File: src/verilog/rtcdef_pkg.sv
package rtcdef_pkg;
    // clock and timing
    localparam int unsigned CLK_HZ = 125000000;
    localparam int unsigned TONE_HZ = 512;
    // half period of the test tone in ref_clk cycles (rounded down)
    localparam int unsigned TONE_HALF_CYC = CLK_HZ / (2 * TONE_HZ);
    localparam int unsigned TRIM_LOAD_MS = 8;
    localparam int unsigned TRIM_LOAD_CYC = (CLK_HZ / 1000) * TRIM_LOAD_MS;

    // register byte offsets
    localparam logic [7:0] OFS_DIG_TRIM = 8'h08;
    localparam logic [7:0] OFS_WDOG = 8'h09;
    localparam logic [7:0] OFS_ALM1_MON = 8'h0a;
    localparam logic [7:0] OFS_ALM1_RPT = 8'h0c;
    localparam logic [7:0] OFS_FLAGS = 8'h0f;
    localparam logic [7:0] OFS_TMR_CTL = 8'h11;
    localparam logic [7:0] OFS_CENT = 8'h14;
    localparam logic [7:0] OFS_MISC = 8'h18;
    localparam logic [7:0] OFS_ALM2 = 8'h1c;
    localparam logic [7:0] OFS_ANA_TRIM = 8'h12;
    localparam logic [7:0] OFS_STATUS = 8'h20;

    // field positions
    localparam int unsigned DT_OUT_BIT = 7;
    localparam int unsigned DT_TEST_EN_BIT = 6;
    localparam int unsigned DT_SIGN_BIT = 5;

    // first power-up reset values
    localparam logic [7:0] RST_DIG_TRIM = 8'h80;
    localparam logic [7:0] RST_WDOG = 8'h00;
    localparam logic [7:0] RST_ALM1_MON = 8'h00;
    localparam logic [7:0] RST_ALM1_RPT = 8'h00;
    localparam logic [7:0] RST_FLAGS = 8'h44; // halt_update and osc_fail_flag both start set
    localparam logic [7:0] RST_TMR_CTL = 8'h03;
    localparam logic [7:0] RST_CENT = 8'h00;
    localparam logic [7:0] RST_MISC = 8'h11;
    localparam logic [7:0] RST_ALM2 = 8'h00;
    localparam logic [7:0] RST_ANA_TRIM = 8'h00;

    // persistent control image (all loose bits gathered)
    typedef struct packed {
        logic [7:0] dig_trim;  // out, freq_test_enable, sign, 5b trim
        logic [7:0] wdog;      // osc_fail_irq_en, wdog_multiplier[4:0], resolution hi/lo
        logic [7:0] alm1_mon;  // alarm1_irq_en, -, alarm_backup_en
        logic [7:0] alm1_rpt;  // alarm1_repeat_bits[4:0]
        logic [7:0] flags;     // halt_update bit6, osc_fail_flag bit2, osc_stop bit7
        logic [7:0] tmr_ctl;   // timer_en7, pulse_sel6, irq_en5, clk_sel hi1/lo0
        logic [7:0] cent;      // century hi7/lo6, analog_trim_sign5
        logic [7:0] misc;      // square_wave_en4, trim_lock3, rate hi2:1, rate lo0
        logic [7:0] alm2;      // alarm2_irq_en7, alarm2_enable6, alarm2_repeat_bits[4:0]
        logic [7:0] ana_trim;
    } rtcdef_ctl_s;

    localparam rtcdef_ctl_s RST_CTL = '{RST_DIG_TRIM, RST_WDOG, RST_ALM1_MON, RST_ALM1_RPT,
        RST_FLAGS, RST_TMR_CTL, RST_CENT, RST_MISC, RST_ALM2, RST_ANA_TRIM};

    // misc register fields
    localparam int unsigned MISC_SQW_EN_BIT = 4;
    localparam int unsigned MISC_LOCK_BIT = 3;
    // flags / timer fields cleared or set on a battery-backed power-up
    localparam int unsigned FLG_HALT_BIT = 6;
    localparam int unsigned TMR_RUN_BIT = 7;
endpackage

File: src/verilog/rtcdef_tone.sv
`timescale 1ns/1ns
// free-running square tone divider; restarts low while disabled
module rtcdef_tone #(
    parameter int unsigned HALF_CYC = 122070
) (
    input wire logic ref_clk_i,
    input wire logic rst_b_i,
    input wire logic en_i,
    output logic tone_o
);
    localparam int unsigned CW = $clog2(HALF_CYC + 1);
    if (HALF_CYC < 1) begin : g_bad_half
        $error("half period must be at least one cycle");
    end
    logic [CW-1:0] cnt_r, cnt_nxt;
    logic tone_r, tone_nxt;

    always_comb begin
        cnt_nxt = cnt_r;
        tone_nxt = tone_r;
        if (!en_i) begin
            cnt_nxt = '0;
            tone_nxt = 1'b0;
        end else if (cnt_r == CW'(HALF_CYC - 1)) begin
            cnt_nxt = '0;
            tone_nxt = ~tone_r;
        end else begin
            cnt_nxt = cnt_r + 1'b1;
        end
    end

    always_ff @(posedge ref_clk_i or negedge rst_b_i) begin
        if (!rst_b_i) begin
            cnt_r <= '0;
            tone_r <= 1'b0;
        end else begin
            cnt_r <= cnt_nxt;
            tone_r <= tone_nxt;
        end
    end
    assign tone_o = tone_r;
endmodule

File: src/verilog/rtcdef_core.sv
`timescale 1ns/1ns
// Behaviour
// - freq_test_enable at 1 drives a 512 Hz square tone on the shared pin
// - test off and supply good: shared pin held high, reset not asserted
// - supply fails during test: clear freq_test_enable, drive pin low
// - every power-up leaves freq_test_enable at 0, pin works as reset
// - first power-up and backup defaults for trim, watchdog, alarm1, century bits
// - first power-up and backup defaults for flags, timer, rate, alarm2, lock bits
// - unlisted control bits may power up undetermined; no forcing needed
// - trim lock set: copy factory trim to analog trim, make it read-only
// - trim lock clear: analog trim is ordinary read/write storage
// - factory trim copy completes about 8 ms after lock is set
module rtcdef_core #(
    parameter int unsigned TRIM_LOAD_CYC = rtcdef_pkg::TRIM_LOAD_CYC,
    parameter int unsigned TONE_HALF_CYC = rtcdef_pkg::TONE_HALF_CYC,
    parameter logic [7:0] FACTORY_TRIM = 8'h00
) (
    input wire logic ref_clk_i,
    input wire logic rst_b_i,
    input wire logic supply_good_i,
    input wire logic backup_valid_i,
    input wire logic [7:0] addr_i,
    input wire logic [7:0] wdata_i,
    input wire logic wr_i,
    input wire logic rd_i,
    output logic [7:0] rdata_o,
    output logic test_or_reset_pin_o,
    output logic test_or_reset_pin_oe_o,
    output logic trim_loading_o
);
    localparam int unsigned LW = $clog2(TRIM_LOAD_CYC + 1);
    // refuse a zero copy time: the counter compares against count minus one
    if (TRIM_LOAD_CYC < 1) begin : g_bad_load
        $error("trim load count must be at least one cycle");
    end

    // supply-good through three flops; a change counts when the last two agree
    logic [2:0] sg_sync_r, sg_sync_nxt;
    logic sg_r, sg_nxt;
    always_comb begin
        sg_sync_nxt = {sg_sync_r[1:0], supply_good_i};
        sg_nxt = sg_r;
        if (sg_sync_r[2] == sg_sync_r[1]) begin
            sg_nxt = sg_sync_r[1];
        end
    end
    always_ff @(posedge ref_clk_i or negedge rst_b_i) begin
        if (!rst_b_i) begin
            sg_sync_r <= 3'h0;
            sg_r <= 1'b0;
        end else begin
            sg_sync_r <= sg_sync_nxt;
            sg_r <= sg_nxt;
        end
    end

    // start-up phases: settle, apply power-up image, then serve the bus
    typedef enum logic [2:0] {
        PH_INIT = 3'b001,
        PH_WAIT = 3'b010,
        PH_RUN = 3'b100
    } rtcdef_st_e;
    rtcdef_st_e st_r, st_nxt;
    // backup strap through three flops that keep running under reset,
    // so the value read in PH_WAIT has already settled
    logic [2:0] bk_sync_r, bk_sync_nxt;

    rtcdef_pkg::rtcdef_ctl_s ctl_r, ctl_nxt;
    logic [LW-1:0] load_cnt_r, load_cnt_nxt;
    logic loading_r, loading_nxt;
    logic [7:0] rdata_r, rdata_nxt;
    logic pin_oe_r, pin_oe_nxt;
    logic tone;

    // register map as the host sees it, one byte per address
    //   0x08 digital trim control
    //        bit 7 discrete output level, starts at 1
    //        bit 6 freq_test_enable, always 0 after any power-up
    //        bit 5 digital_trim_sign
    //        bits 4:0 digital trim magnitude
    //   0x09 watchdog
    //        bit 7 osc_fail_irq_en
    //        bits 6:2 wdog_multiplier
    //        bits 1:0 wdog_resolution_hi / wdog_resolution_lo
    //        the watchdog fields clear on every power-up, the enable only on a first power-up
    //   0x0a alarm 1 month
    //        bit 7 alarm1_irq_en
    //        bit 5 alarm_backup_en
    //   0x0c alarm 1 repeat
    //        bits 4:0 alarm1_repeat_bits
    //   0x0f flags
    //        bit 7 osc_stop
    //        bit 6 halt_update, set on every power-up
    //        bit 2 osc_fail_flag, set on a first power-up only
    //   0x11 timer control
    //        bit 7 timer_en, cleared on every power-up
    //        bit 6 timer_pulse_sel
    //        bit 5 timer_irq_en
    //        bits 1:0 timer_clk_sel_hi / timer_clk_sel_lo, both start at 1
    //   0x12 analog trim
    //        plain storage while the trim lock is clear
    //        read-only factory value once the lock is set and the copy is done
    //   0x14 century
    //        bits 7:6 century_bit_hi / century_bit_lo
    //        bit 5 analog_trim_sign
    //   0x18 miscellaneous control
    //        bit 4 square_wave_en, starts at 1
    //        bit 3 factory trim lock
    //        bits 2:1 sqw_rate_sel_hi
    //        bit 0 sqw_rate_sel_lo, starts at 1
    //   0x1c alarm 2
    //        bit 7 alarm2_irq_en
    //        bit 6 alarm2_enable
    //        bits 4:0 alarm2_repeat_bits
    //   0x20 status, read-only
    //        bit 1 factory copy running
    //        bit 0 synchronised supply-good
    //   every other address reads zero and ignores writes
    //
    // power-up handling
    //   a first power-up loads the whole default image in PH_WAIT
    //   a battery-backed power-up keeps the held image and only touches
    //   the test enable, the watchdog fields, halt_update and timer_en
    //   the image flops carry no reset for that reason; in simulation the
    //   image is unknown until the first PH_WAIT has loaded it
    //   bits without a listed default simply come up as zero here
    //
    // shared test/reset pin
    //   the pin is open drain: the enable pulls it low, the pull-up lifts it
    //   while the supply is bad or start-up is not finished the pin is pulled,
    //   so the host sees reset asserted until the block is serving the bus
    //   with test enabled the tone low phase pulls the pin and the high phase
    //   releases it; the tone divider restarts low whenever it is disabled
    //   the supply-good input is three flops deep, so a failure reaches the
    //   pin a few cycles after the monitor drops; the monitor is expected
    //   to flag a failure early enough for that lag not to matter
    //   a supply failure clears the test enable, and that clear beats a host
    //   write of the same bit in the same cycle
    //
    // factory trim copy
    //   a rising trim lock starts a counted copy; the analog trim takes the
    //   factory value only when the count expires, mimicking the slow read
    //   of the factory store, and the status bit shows the copy running
    //   clearing the lock aborts a running copy and leaves the old value
    //   host writes to the analog trim are dropped for as long as the lock
    //   is set, including while the copy is still running
    //   the copy time is a parameter so a test can shorten it; the default
    //   matches the documented wait at the reference clock rate
    //
    // read path
    //   read data are registered: they stand in the cycle after the read
    //   strobe and are zero in every other cycle, so a bus that ORs several
    //   slaves together needs no extra gating
    //   reads of the image take the value before any write in the same cycle

    function automatic logic [7:0] rd_mux(input logic [7:0] a, input rtcdef_pkg::rtcdef_ctl_s c,
                                           input logic sg, input logic ld);
        logic [7:0] v;
        v = 8'h00;
        unique case (a)
            rtcdef_pkg::OFS_DIG_TRIM: v = c.dig_trim;
            rtcdef_pkg::OFS_WDOG: v = c.wdog;
            rtcdef_pkg::OFS_ALM1_MON: v = c.alm1_mon;
            rtcdef_pkg::OFS_ALM1_RPT: v = c.alm1_rpt;
            rtcdef_pkg::OFS_FLAGS: v = c.flags;
            rtcdef_pkg::OFS_TMR_CTL: v = c.tmr_ctl;
            rtcdef_pkg::OFS_CENT: v = c.cent;
            rtcdef_pkg::OFS_MISC: v = c.misc;
            rtcdef_pkg::OFS_ALM2: v = c.alm2;
            rtcdef_pkg::OFS_ANA_TRIM: v = c.ana_trim;
            rtcdef_pkg::OFS_STATUS: v = {6'h00, ld, sg};
            default: v = 8'h00; // unmapped reads as zero
        endcase
        return v;
    endfunction

    // control image: power-up defaults, register writes, supply-fail and trim lock
    always_comb begin
        st_nxt = st_r;
        bk_sync_nxt = {bk_sync_r[1:0], backup_valid_i};
        ctl_nxt = ctl_r;
        load_cnt_nxt = load_cnt_r;
        loading_nxt = loading_r;
        rdata_nxt = 8'h00;
        unique case (st_r)
            PH_INIT: begin
                st_nxt = PH_WAIT;
            end
            PH_WAIT: begin
                // first power-up loads the default image; backup keeps the held image
                st_nxt = PH_RUN;
                if (bk_sync_r[2] && bk_sync_r[1]) begin
                    ctl_nxt.flags[rtcdef_pkg::FLG_HALT_BIT] = 1'b1;
                    ctl_nxt.tmr_ctl[rtcdef_pkg::TMR_RUN_BIT] = 1'b0;
                    ctl_nxt.wdog[6:0] = 7'h00;
                end else begin
                    ctl_nxt = rtcdef_pkg::RST_CTL;
                end
                ctl_nxt.dig_trim[rtcdef_pkg::DT_TEST_EN_BIT] = 1'b0;
            end
            PH_RUN: begin
                if (wr_i) begin
                    unique case (addr_i)
                        rtcdef_pkg::OFS_DIG_TRIM: ctl_nxt.dig_trim = wdata_i;
                        rtcdef_pkg::OFS_WDOG: ctl_nxt.wdog = wdata_i;
                        rtcdef_pkg::OFS_ALM1_MON: ctl_nxt.alm1_mon = wdata_i;
                        rtcdef_pkg::OFS_ALM1_RPT: ctl_nxt.alm1_rpt = wdata_i;
                        rtcdef_pkg::OFS_FLAGS: ctl_nxt.flags = wdata_i;
                        rtcdef_pkg::OFS_TMR_CTL: ctl_nxt.tmr_ctl = wdata_i;
                        rtcdef_pkg::OFS_CENT: ctl_nxt.cent = wdata_i;
                        rtcdef_pkg::OFS_MISC: ctl_nxt.misc = wdata_i;
                        rtcdef_pkg::OFS_ALM2: ctl_nxt.alm2 = wdata_i;
                        rtcdef_pkg::OFS_ANA_TRIM: begin
                            if (!ctl_r.misc[rtcdef_pkg::MISC_LOCK_BIT]) begin
                                ctl_nxt.ana_trim = wdata_i;
                            end
                        end
                        default: ;
                    endcase
                end
                // a rising lock bit starts the factory copy
                if (ctl_nxt.misc[rtcdef_pkg::MISC_LOCK_BIT] && !ctl_r.misc[rtcdef_pkg::MISC_LOCK_BIT]) begin
                    loading_nxt = 1'b1;
                    load_cnt_nxt = '0;
                end else if (!ctl_nxt.misc[rtcdef_pkg::MISC_LOCK_BIT]) begin
                    loading_nxt = 1'b0;
                end else if (loading_r) begin
                    if (load_cnt_r == LW'(TRIM_LOAD_CYC - 1)) begin
                        loading_nxt = 1'b0;
                        ctl_nxt.ana_trim = FACTORY_TRIM;
                    end else begin
                        load_cnt_nxt = load_cnt_r + 1'b1;
                    end
                end
                // supply failure overrides any write of the test bit
                if (!sg_r) begin
                    ctl_nxt.dig_trim[rtcdef_pkg::DT_TEST_EN_BIT] = 1'b0;
                end
                if (rd_i) begin
                    rdata_nxt = rd_mux(addr_i, ctl_r, sg_r, loading_r);
                end
            end
            default: st_nxt = PH_INIT;
        endcase
    end

    // only listed bits carry defined values; the rest of each byte is simply zero here
    always_ff @(posedge ref_clk_i or negedge rst_b_i) begin
        if (!rst_b_i) begin
            st_r <= PH_INIT;
            load_cnt_r <= '0;
            loading_r <= 1'b0;
            rdata_r <= 8'h00;
        end else begin
            st_r <= st_nxt;
            load_cnt_r <= load_cnt_nxt;
            loading_r <= loading_nxt;
            rdata_r <= rdata_nxt;
        end
    end

    // image and strap carry no reset: a battery-backed start must find the image intact
    always_ff @(posedge ref_clk_i) begin
        bk_sync_r <= bk_sync_nxt;
        ctl_r <= ctl_nxt;
    end

    // tone only runs with supply good, so a failure stops it at once
    rtcdef_tone #(
        .HALF_CYC(TONE_HALF_CYC)
    ) u_tone (
        .ref_clk_i(ref_clk_i),
        .rst_b_i(rst_b_i),
        .en_i(ctl_r.dig_trim[rtcdef_pkg::DT_TEST_EN_BIT] && sg_r),
        .tone_o(tone)
    );

    // open-drain pin: pull low for reset or tone low phase, release otherwise
    always_comb begin
        pin_oe_nxt = 1'b1;
        if (st_r == PH_RUN && sg_r) begin
            if (ctl_r.dig_trim[rtcdef_pkg::DT_TEST_EN_BIT]) begin
                pin_oe_nxt = ~tone;
            end else begin
                pin_oe_nxt = 1'b0;
            end
        end
    end
    always_ff @(posedge ref_clk_i or negedge rst_b_i) begin
        if (!rst_b_i) begin
            pin_oe_r <= 1'b1;
        end else begin
            pin_oe_r <= pin_oe_nxt;
        end
    end

    assign rdata_o = rdata_r;
    assign test_or_reset_pin_oe_o = pin_oe_r;
    assign test_or_reset_pin_o = 1'b0; // level driven while enabled is always low
    assign trim_loading_o = loading_r;
endmodule

File: config.mk
export PLATFORM = sky130hd
export DESIGN_NAME = rtcdef_core
export DESIGN_NICKNAME = d
export VERILOG_FILES = /design/src/verilog/rtcdef_pkg.sv /design/src/verilog/rtcdef_tone.sv /design/src/verilog/rtcdef_core.sv
export SDC_FILE = /design/constraint.sdc
export NUM_CORES = 1
export LEC_CHECK = 0
export BUFFER_PORTS_ARGS = -buffer_cell sky130_fd_sc_hd__buf_2
export CORE_UTILIZATION = 65
export CTS_CLUSTER_SIZE = 28
export DETAILED_ROUTE_END_ITERATION = 10
export GPL_ROUTABILITY_DRIVEN = 1
export PLACE_DENSITY_LB_ADDON = 0.1
export SETUP_SLACK_MARGIN = 0.1
export SLEW_MARGIN = 20
export SYNTH_ARGS = -nofsm -noshare
export SYNTH_HDL_FRONTEND = slang
export SYNTH_SLANG_ARGS = --single-unit
File: constraint.sdc
create_clock -name ref_clk_i -period 6.3 [get_ports ref_clk_i]
set_input_delay 0 -clock ref_clk_i [delete_from_list [all_inputs] [get_ports ref_clk_i]]
set_output_delay 0 -clock ref_clk_i [all_outputs]
set_load 0.005 [all_outputs]
=== Word-level counts from Yosys, hierarchy flattened ===
Cells that the tools add are included.

* Register bits after elaboration: 138
* Input bits: 22

* $add $sub $neg: 2
* Equality and inequality tests: 32
* Muxes and demuxes: 41
* Bitwise gates (word level): 1
* Reduce and logical (&&, ||, !) cells: 23

{| class="wikitable"
|+ Operator list
! operator !! number
|-
| 2-to-1 mux 80 bit || 2
|-
| case mux 80 bit (2 select lines) || 1
|-
| 2-to-1 mux 8 bit || 17
|-
| case mux 8 bit (11 select lines) || 1
|-
| 2-to-1 mux 20 bit || 4
|-
| 2-to-1 mux 17 bit || 3
|-
| equality test 8 x 4 -> 1 bit, second input constant || 5
|-
| equality test 8 x 5 -> 1 bit, second input constant || 5
|-
| AND reduction 4 bit || 10
|-
| 2-to-1 mux 39 bit || 1
|-
| adder 20 x 1 -> 20 bit, second input constant || 1
|-
| equality test 20 bit, second input constant || 1
|-
| != test 2 x 1 -> 1 bit, second input constant || 9
|-
| adder 17 x 1 -> 17 bit, second input constant || 1
|-
| equality test 17 bit, second input constant || 1
|-
| AND reduction 3 bit || 4
|-
| 2-to-1 mux 1 bit || 9
|-
| 2-to-1 mux 9 bit || 1
|-
| case mux 3 bit (3 select lines) || 1
|-
| equality test 8 x 6 -> 1 bit, second input constant || 1
|-
| != test 2 bit, second input constant || 4
|-
| 2-to-1 mux 6 bit || 1
|-
| nonzero test 2 bit || 3
|-
| logical AND 1 bit || 4
|-
| other kinds (9) || 9
|}

=== Logic depth before layout (Yosys ltp) ===
* Depth after elaboration: 9
* Gate-level depth with buffers: 8

=== Cells and area by module ===
From an unflattened synthesis, not the netlist that was laid out.

* Cells, all modules: 561
* Area, all modules: 6394.9 sq um

{| class="wikitable"
|+ Modules (own cells, without submodules)
! module !! instances !! cells an instance !! area each (sq um) !! sequential area each (sq um)
|-
| rtcdef_core || 1 || 469 || 5470.2 || 3390.8
|-
| rtcdef_tone || 1 || 92 || 924.6 || 450.4
|}

=== Worst setup path after synthesis ===
OpenSTA, ideal clock, no wires.

* Kind: register to register
* Start: reg load_cnt_r[8]
* End: reg ctl_r[0] in the netlist's numbering, data pin
* Library setup time: 0.267 ns
* Data arrival time: 2.038 ns
* Data required time: 6.033 ns
* Setup slack: 3.995 ns
* Stages on the path, launching flop included: 6
* Path buffers: 0
* Cells stage by stage: dfrtp_1 -> or4b_1 -> or4_1 -> or2_1 -> o31ai_4 -> nor2_1

* Word-level cells in the longest chain between the ends: 6

{| class="wikitable"
|+ Ends and longest elaborated chain
! what !! line !! text
|-
| from (decl) || rtcdef_core.sv:69 || <nowiki>logic [LW-1:0] load_cnt_r, load_cnt_nxt;</nowiki>
|-
| from (signal assigned) || rtcdef_core.sv:256 || <nowiki>load_cnt_r <= load_cnt_nxt;</nowiki>
|-
| equality test 20 bit || rtcdef_core.sv:228 || <nowiki>if (load_cnt_r == LW'(TRIM_LOAD_CYC - 1)) begin</nowiki>
|-
| 2-to-1 mux 8 bit || rtcdef_core.sv:228 ||
|-
| 2-to-1 mux 8 bit || rtcdef_core.sv:227 || <nowiki>end else if (loading_r) begin</nowiki>
|-
| 2-to-1 mux 8 bit || rtcdef_core.sv:225 || <nowiki>end else if (!ctl_nxt.misc[rtcdef_pkg::MISC_LOCK_BIT]) begin</nowiki>
|-
| 2-to-1 mux 8 bit || rtcdef_core.sv:222 || <nowiki>if (ctl_nxt.misc[rtcdef_pkg::MISC_LOCK_BIT] && !ctl_r.misc[rtcdef_pkg::MISC_LOCK_BIT]) begin</nowiki>
|-
| case mux 80 bit (2 select lines) || rtcdef_core.sv:185 || <nowiki>unique case (st_r)</nowiki>
|-
| to (signal assigned) || rtcdef_core.sv:265 || <nowiki>ctl_r <= ctl_nxt;</nowiki>
|-
| to (decl) || rtcdef_core.sv:68 || <nowiki>rtcdef_pkg::rtcdef_ctl_s ctl_r, ctl_nxt;</nowiki>
|}

No other way between the ends.
A chain may end at the register's enable or synchronous reset.

=== Worst setup path after layout ===
* Start: reg load_cnt_r[8]
* End: reg load_cnt_r[1]

* Word-level cells in the longest chain between the ends: 3

{| class="wikitable"
|+ Ends and longest elaborated chain
! what !! line
|-
| equality test 20 bit || rtcdef_core.sv:228
|-
| != test 2 bit (no line) || --
|-
| AND reduction 4 bit (no line) || --
|}

No other way between the ends.

==> metrics.yaml <==
status: "completed"
fin_tns_setup_ns: 0
crit_chain: "or4b_1 -> or4_1 -> nor2_1 -> o21ai_0 -> o21ai_0"
synth.area.top_cells: "edfxtp_1 (37%), dfrtp_1 (21%), nor2_1 (3.3%)"
period_minus_slack_ns: 2.64
cts_sinks: 138
clock_skew_ns: 0.0119
fp.dieW_um: 101
pin_count: 33
crit_family: "simple AND/OR/NAND/NOR gates"
firstDrtPassIters: 5
num_vias: 4856
drv_slew: 0
fp.dieH_um: 101
setup_viol: 0
worst-slew-pin-transition_ns: 0.997
syn_avg_cell_area_um2: 11.3
rows: 35
synthMostInstantiatedCell: "edfxtp_1"
max_stage_delay_ns: 0.66
period_share: 0.419
gr-total-overflow: 0
setup_ws_ns: 3.66
grt_max_degree: 56
clockBufferDepth: 2
path_clk_slew_ns: 0.07
critPathKind: "register to register"
crit_path_frequent_cell: "o21ai_0"
place_ws_ns: 3.69
async_flop_share: 0.399
wl_mm: 15.2
post_cts_buffers: 0
cp_slowest_cell: "nor2_1"
cts_tree: "done"
slew_headroom: 0.335
die_area_mm2: 0.0103
peakVddDrop_v: 0.000266
leakage_nw: 2.82
rsz0062_at_grt: "no"
yosysWarningCount: 0
ant_nets: 0
worst_hold_slack_ns: 0.0590
drt_iter0_drc: 396
synth-edff-count: 80
drc: 0
endpoint_kind: "register"
yosysTopAreaCell: "edfxtp_1"
yosys-top-cells-count: "edfxtp_1 (80), nor2_1 (56), dfrtp_1 (53)"
synth_top_area_share: 0.374
path_max_fanout: 13
synth_fp_nets: 593
core_area_mm2: 0.00942
initial_core_util: 0.683
synth.distinct_cells: 59
max_cap_viol_count: 0
ys_seq_elements: 138
grt_pass1_wl_mm: 24.1
syn_to_final_growth_pct: 14.6
clkLatencyLatePin_ns: 0.53
vias_per_cell: 6.50
nets: 630
hpwl_mm: 10.1
critical_path_buf_inv_count: 0
hp-class: "input pin to register"
htree_num_levels: 4
worst_setup_path_start_kind: "register"
syn_inst: 568
cts_buffers: 17
antenna_found_initial: 0
synthesis.area_mm2: 0.00643
antenna_cells: 0
grt_pass1_vias: 4748
grtUsageTotal: 0.322
drive_above_1_share: 0.142
finalPower_mw: 2.10
routabilityCongestion: 0.908
hold_viol: 0
max_freq_ghz: 0.379
power_density_mw_per_mm2: 285
ys_seq_area_frac: 0.598
cp.required_ns: 6.72
cts_root_buf: "clkbuf_8"
post_drt_wl_per_cell_um: 20.4
portBuffers: 31
arrival_ns: 3.06
synthFlopType: "edfxtp_1"
==> power breakdown <==
group | internal [mW] | switching, mW | total [mW]
Clock | 0.580 | 0.414 | 0.994
Combinational | 0.0404 | 0.0719 | 0.112
Sequential | 0.975 | 0.0166 | 0.991
Total | 1.60 | 0.502 | 2.10
==> metrics by stage <==
step / std cells / cell area (um2) / utilization
floorplan: 568 / 6430 / -
global placement: 702 / 6650 / 0.706
detailed placement: 702 / 6650 / 0.706
CTS: 747 / 7370 / 0.783
global route: 747 / 7370 / 0.783
finish: 747 / 7370 / 0.783
==> metal layers <==
metal  routed length [um]  up-vias  global-route usage
li1                     -     2185                   -
met1                 6510     2359               0.452
met2                 6990      265               0.496
met3                 1290       47              0.0697
met4                  454        0               0.129
met5                    0        -                   0
==> timing repair <==
item / 4_1_cts / 5_1_grt
endpoints found under the hold margin: 80 / 0
endpoints found under the setup margin: 0 / 0
hold buffers: 13 / 0
gates resized for setup: 0 / 0
==> cell type report <==
type | instances | area [um2]
flip-flops and latches | 138 | 3840
well taps | 129 | 161
multi-input cells | 385 | 2410
repair buffers | 47 | 308
clock buffers | 17 | 414
inverters | 16 | 60.1
fillers | 613 | 2050
clock inverters | 15 | 176
==> logic make-up after synthesis <==
logic type | share of synthesized area
simple gates | 0.190
mux | 0.0409
fa+ha+maj | 0.00740
buf+inv | 0.0288
xor+xnor | 0.0245
other cells | 0.000583
compound gates | 0.111
flops | 0.598
==> worst paths after layout <==
kind | start | to | slack, ns | cells after the start
min in group asynchronous | rst_b_i | u_tone.cnt_r[8] | 0.16 | 3
min | wr_i | ctl_r[75] | 0.06 | 2
max | load_cnt_r[8] | load_cnt_r[1] | 3.66 | 5
max reg2reg | load_cnt_r[8] | load_cnt_r[1] | 3.66 | 5
max in group asynchronous | rst_b_i | rdata_o[3] | 5.68 | 3
min reg2reg | bk_sync_r[0] | bk_sync_r[1] | 0.34 | 0
==> registers in the layout (all words and copies together) (netlist names) <==
register                flops
bk_sync_r                   3
ctl_r                      80
load_cnt_r                 20
rdata_o                     8
sg_r                        1
sg_sync_r                   3
st_r                        3
test_or_reset_pin_oe_o      1
trim_loading_o              1
u_tone.cnt_r               17
u_tone.tone_o               1
==> cell usage in the layout (no fill, tap or decap), drive strengths merged, types with 3 or more instances in the layout <==
cell	Yosys	layout
a21oi	38	38
a22oi	20	20
a31oi	9	9
and2	3	3
and3	21	21
buf	9	34
clkbuf	20	17
dfrtp	53	53
dfxtp	3	3
dlygate4sd3	0	13
edfxtp	80	80
ha	3	3
inv	16	26
mux2	7	7
mux2i	18	18
nand2	48	48
nand2b	6	6
nand3	21	21
nand4	9	9
nand4b	6	6
nor2	56	56
nor2b	5	5
nor3	8	8
nor3b	4	4
nor4	3	3
o21ai	18	18
o31ai	13	13
or2	7	7
or3	4	4
or4	14	14
or4b	3	3
xnor2	9	9
xor2	9	9
Note: power is estimated with default switching activity, not from simulation.
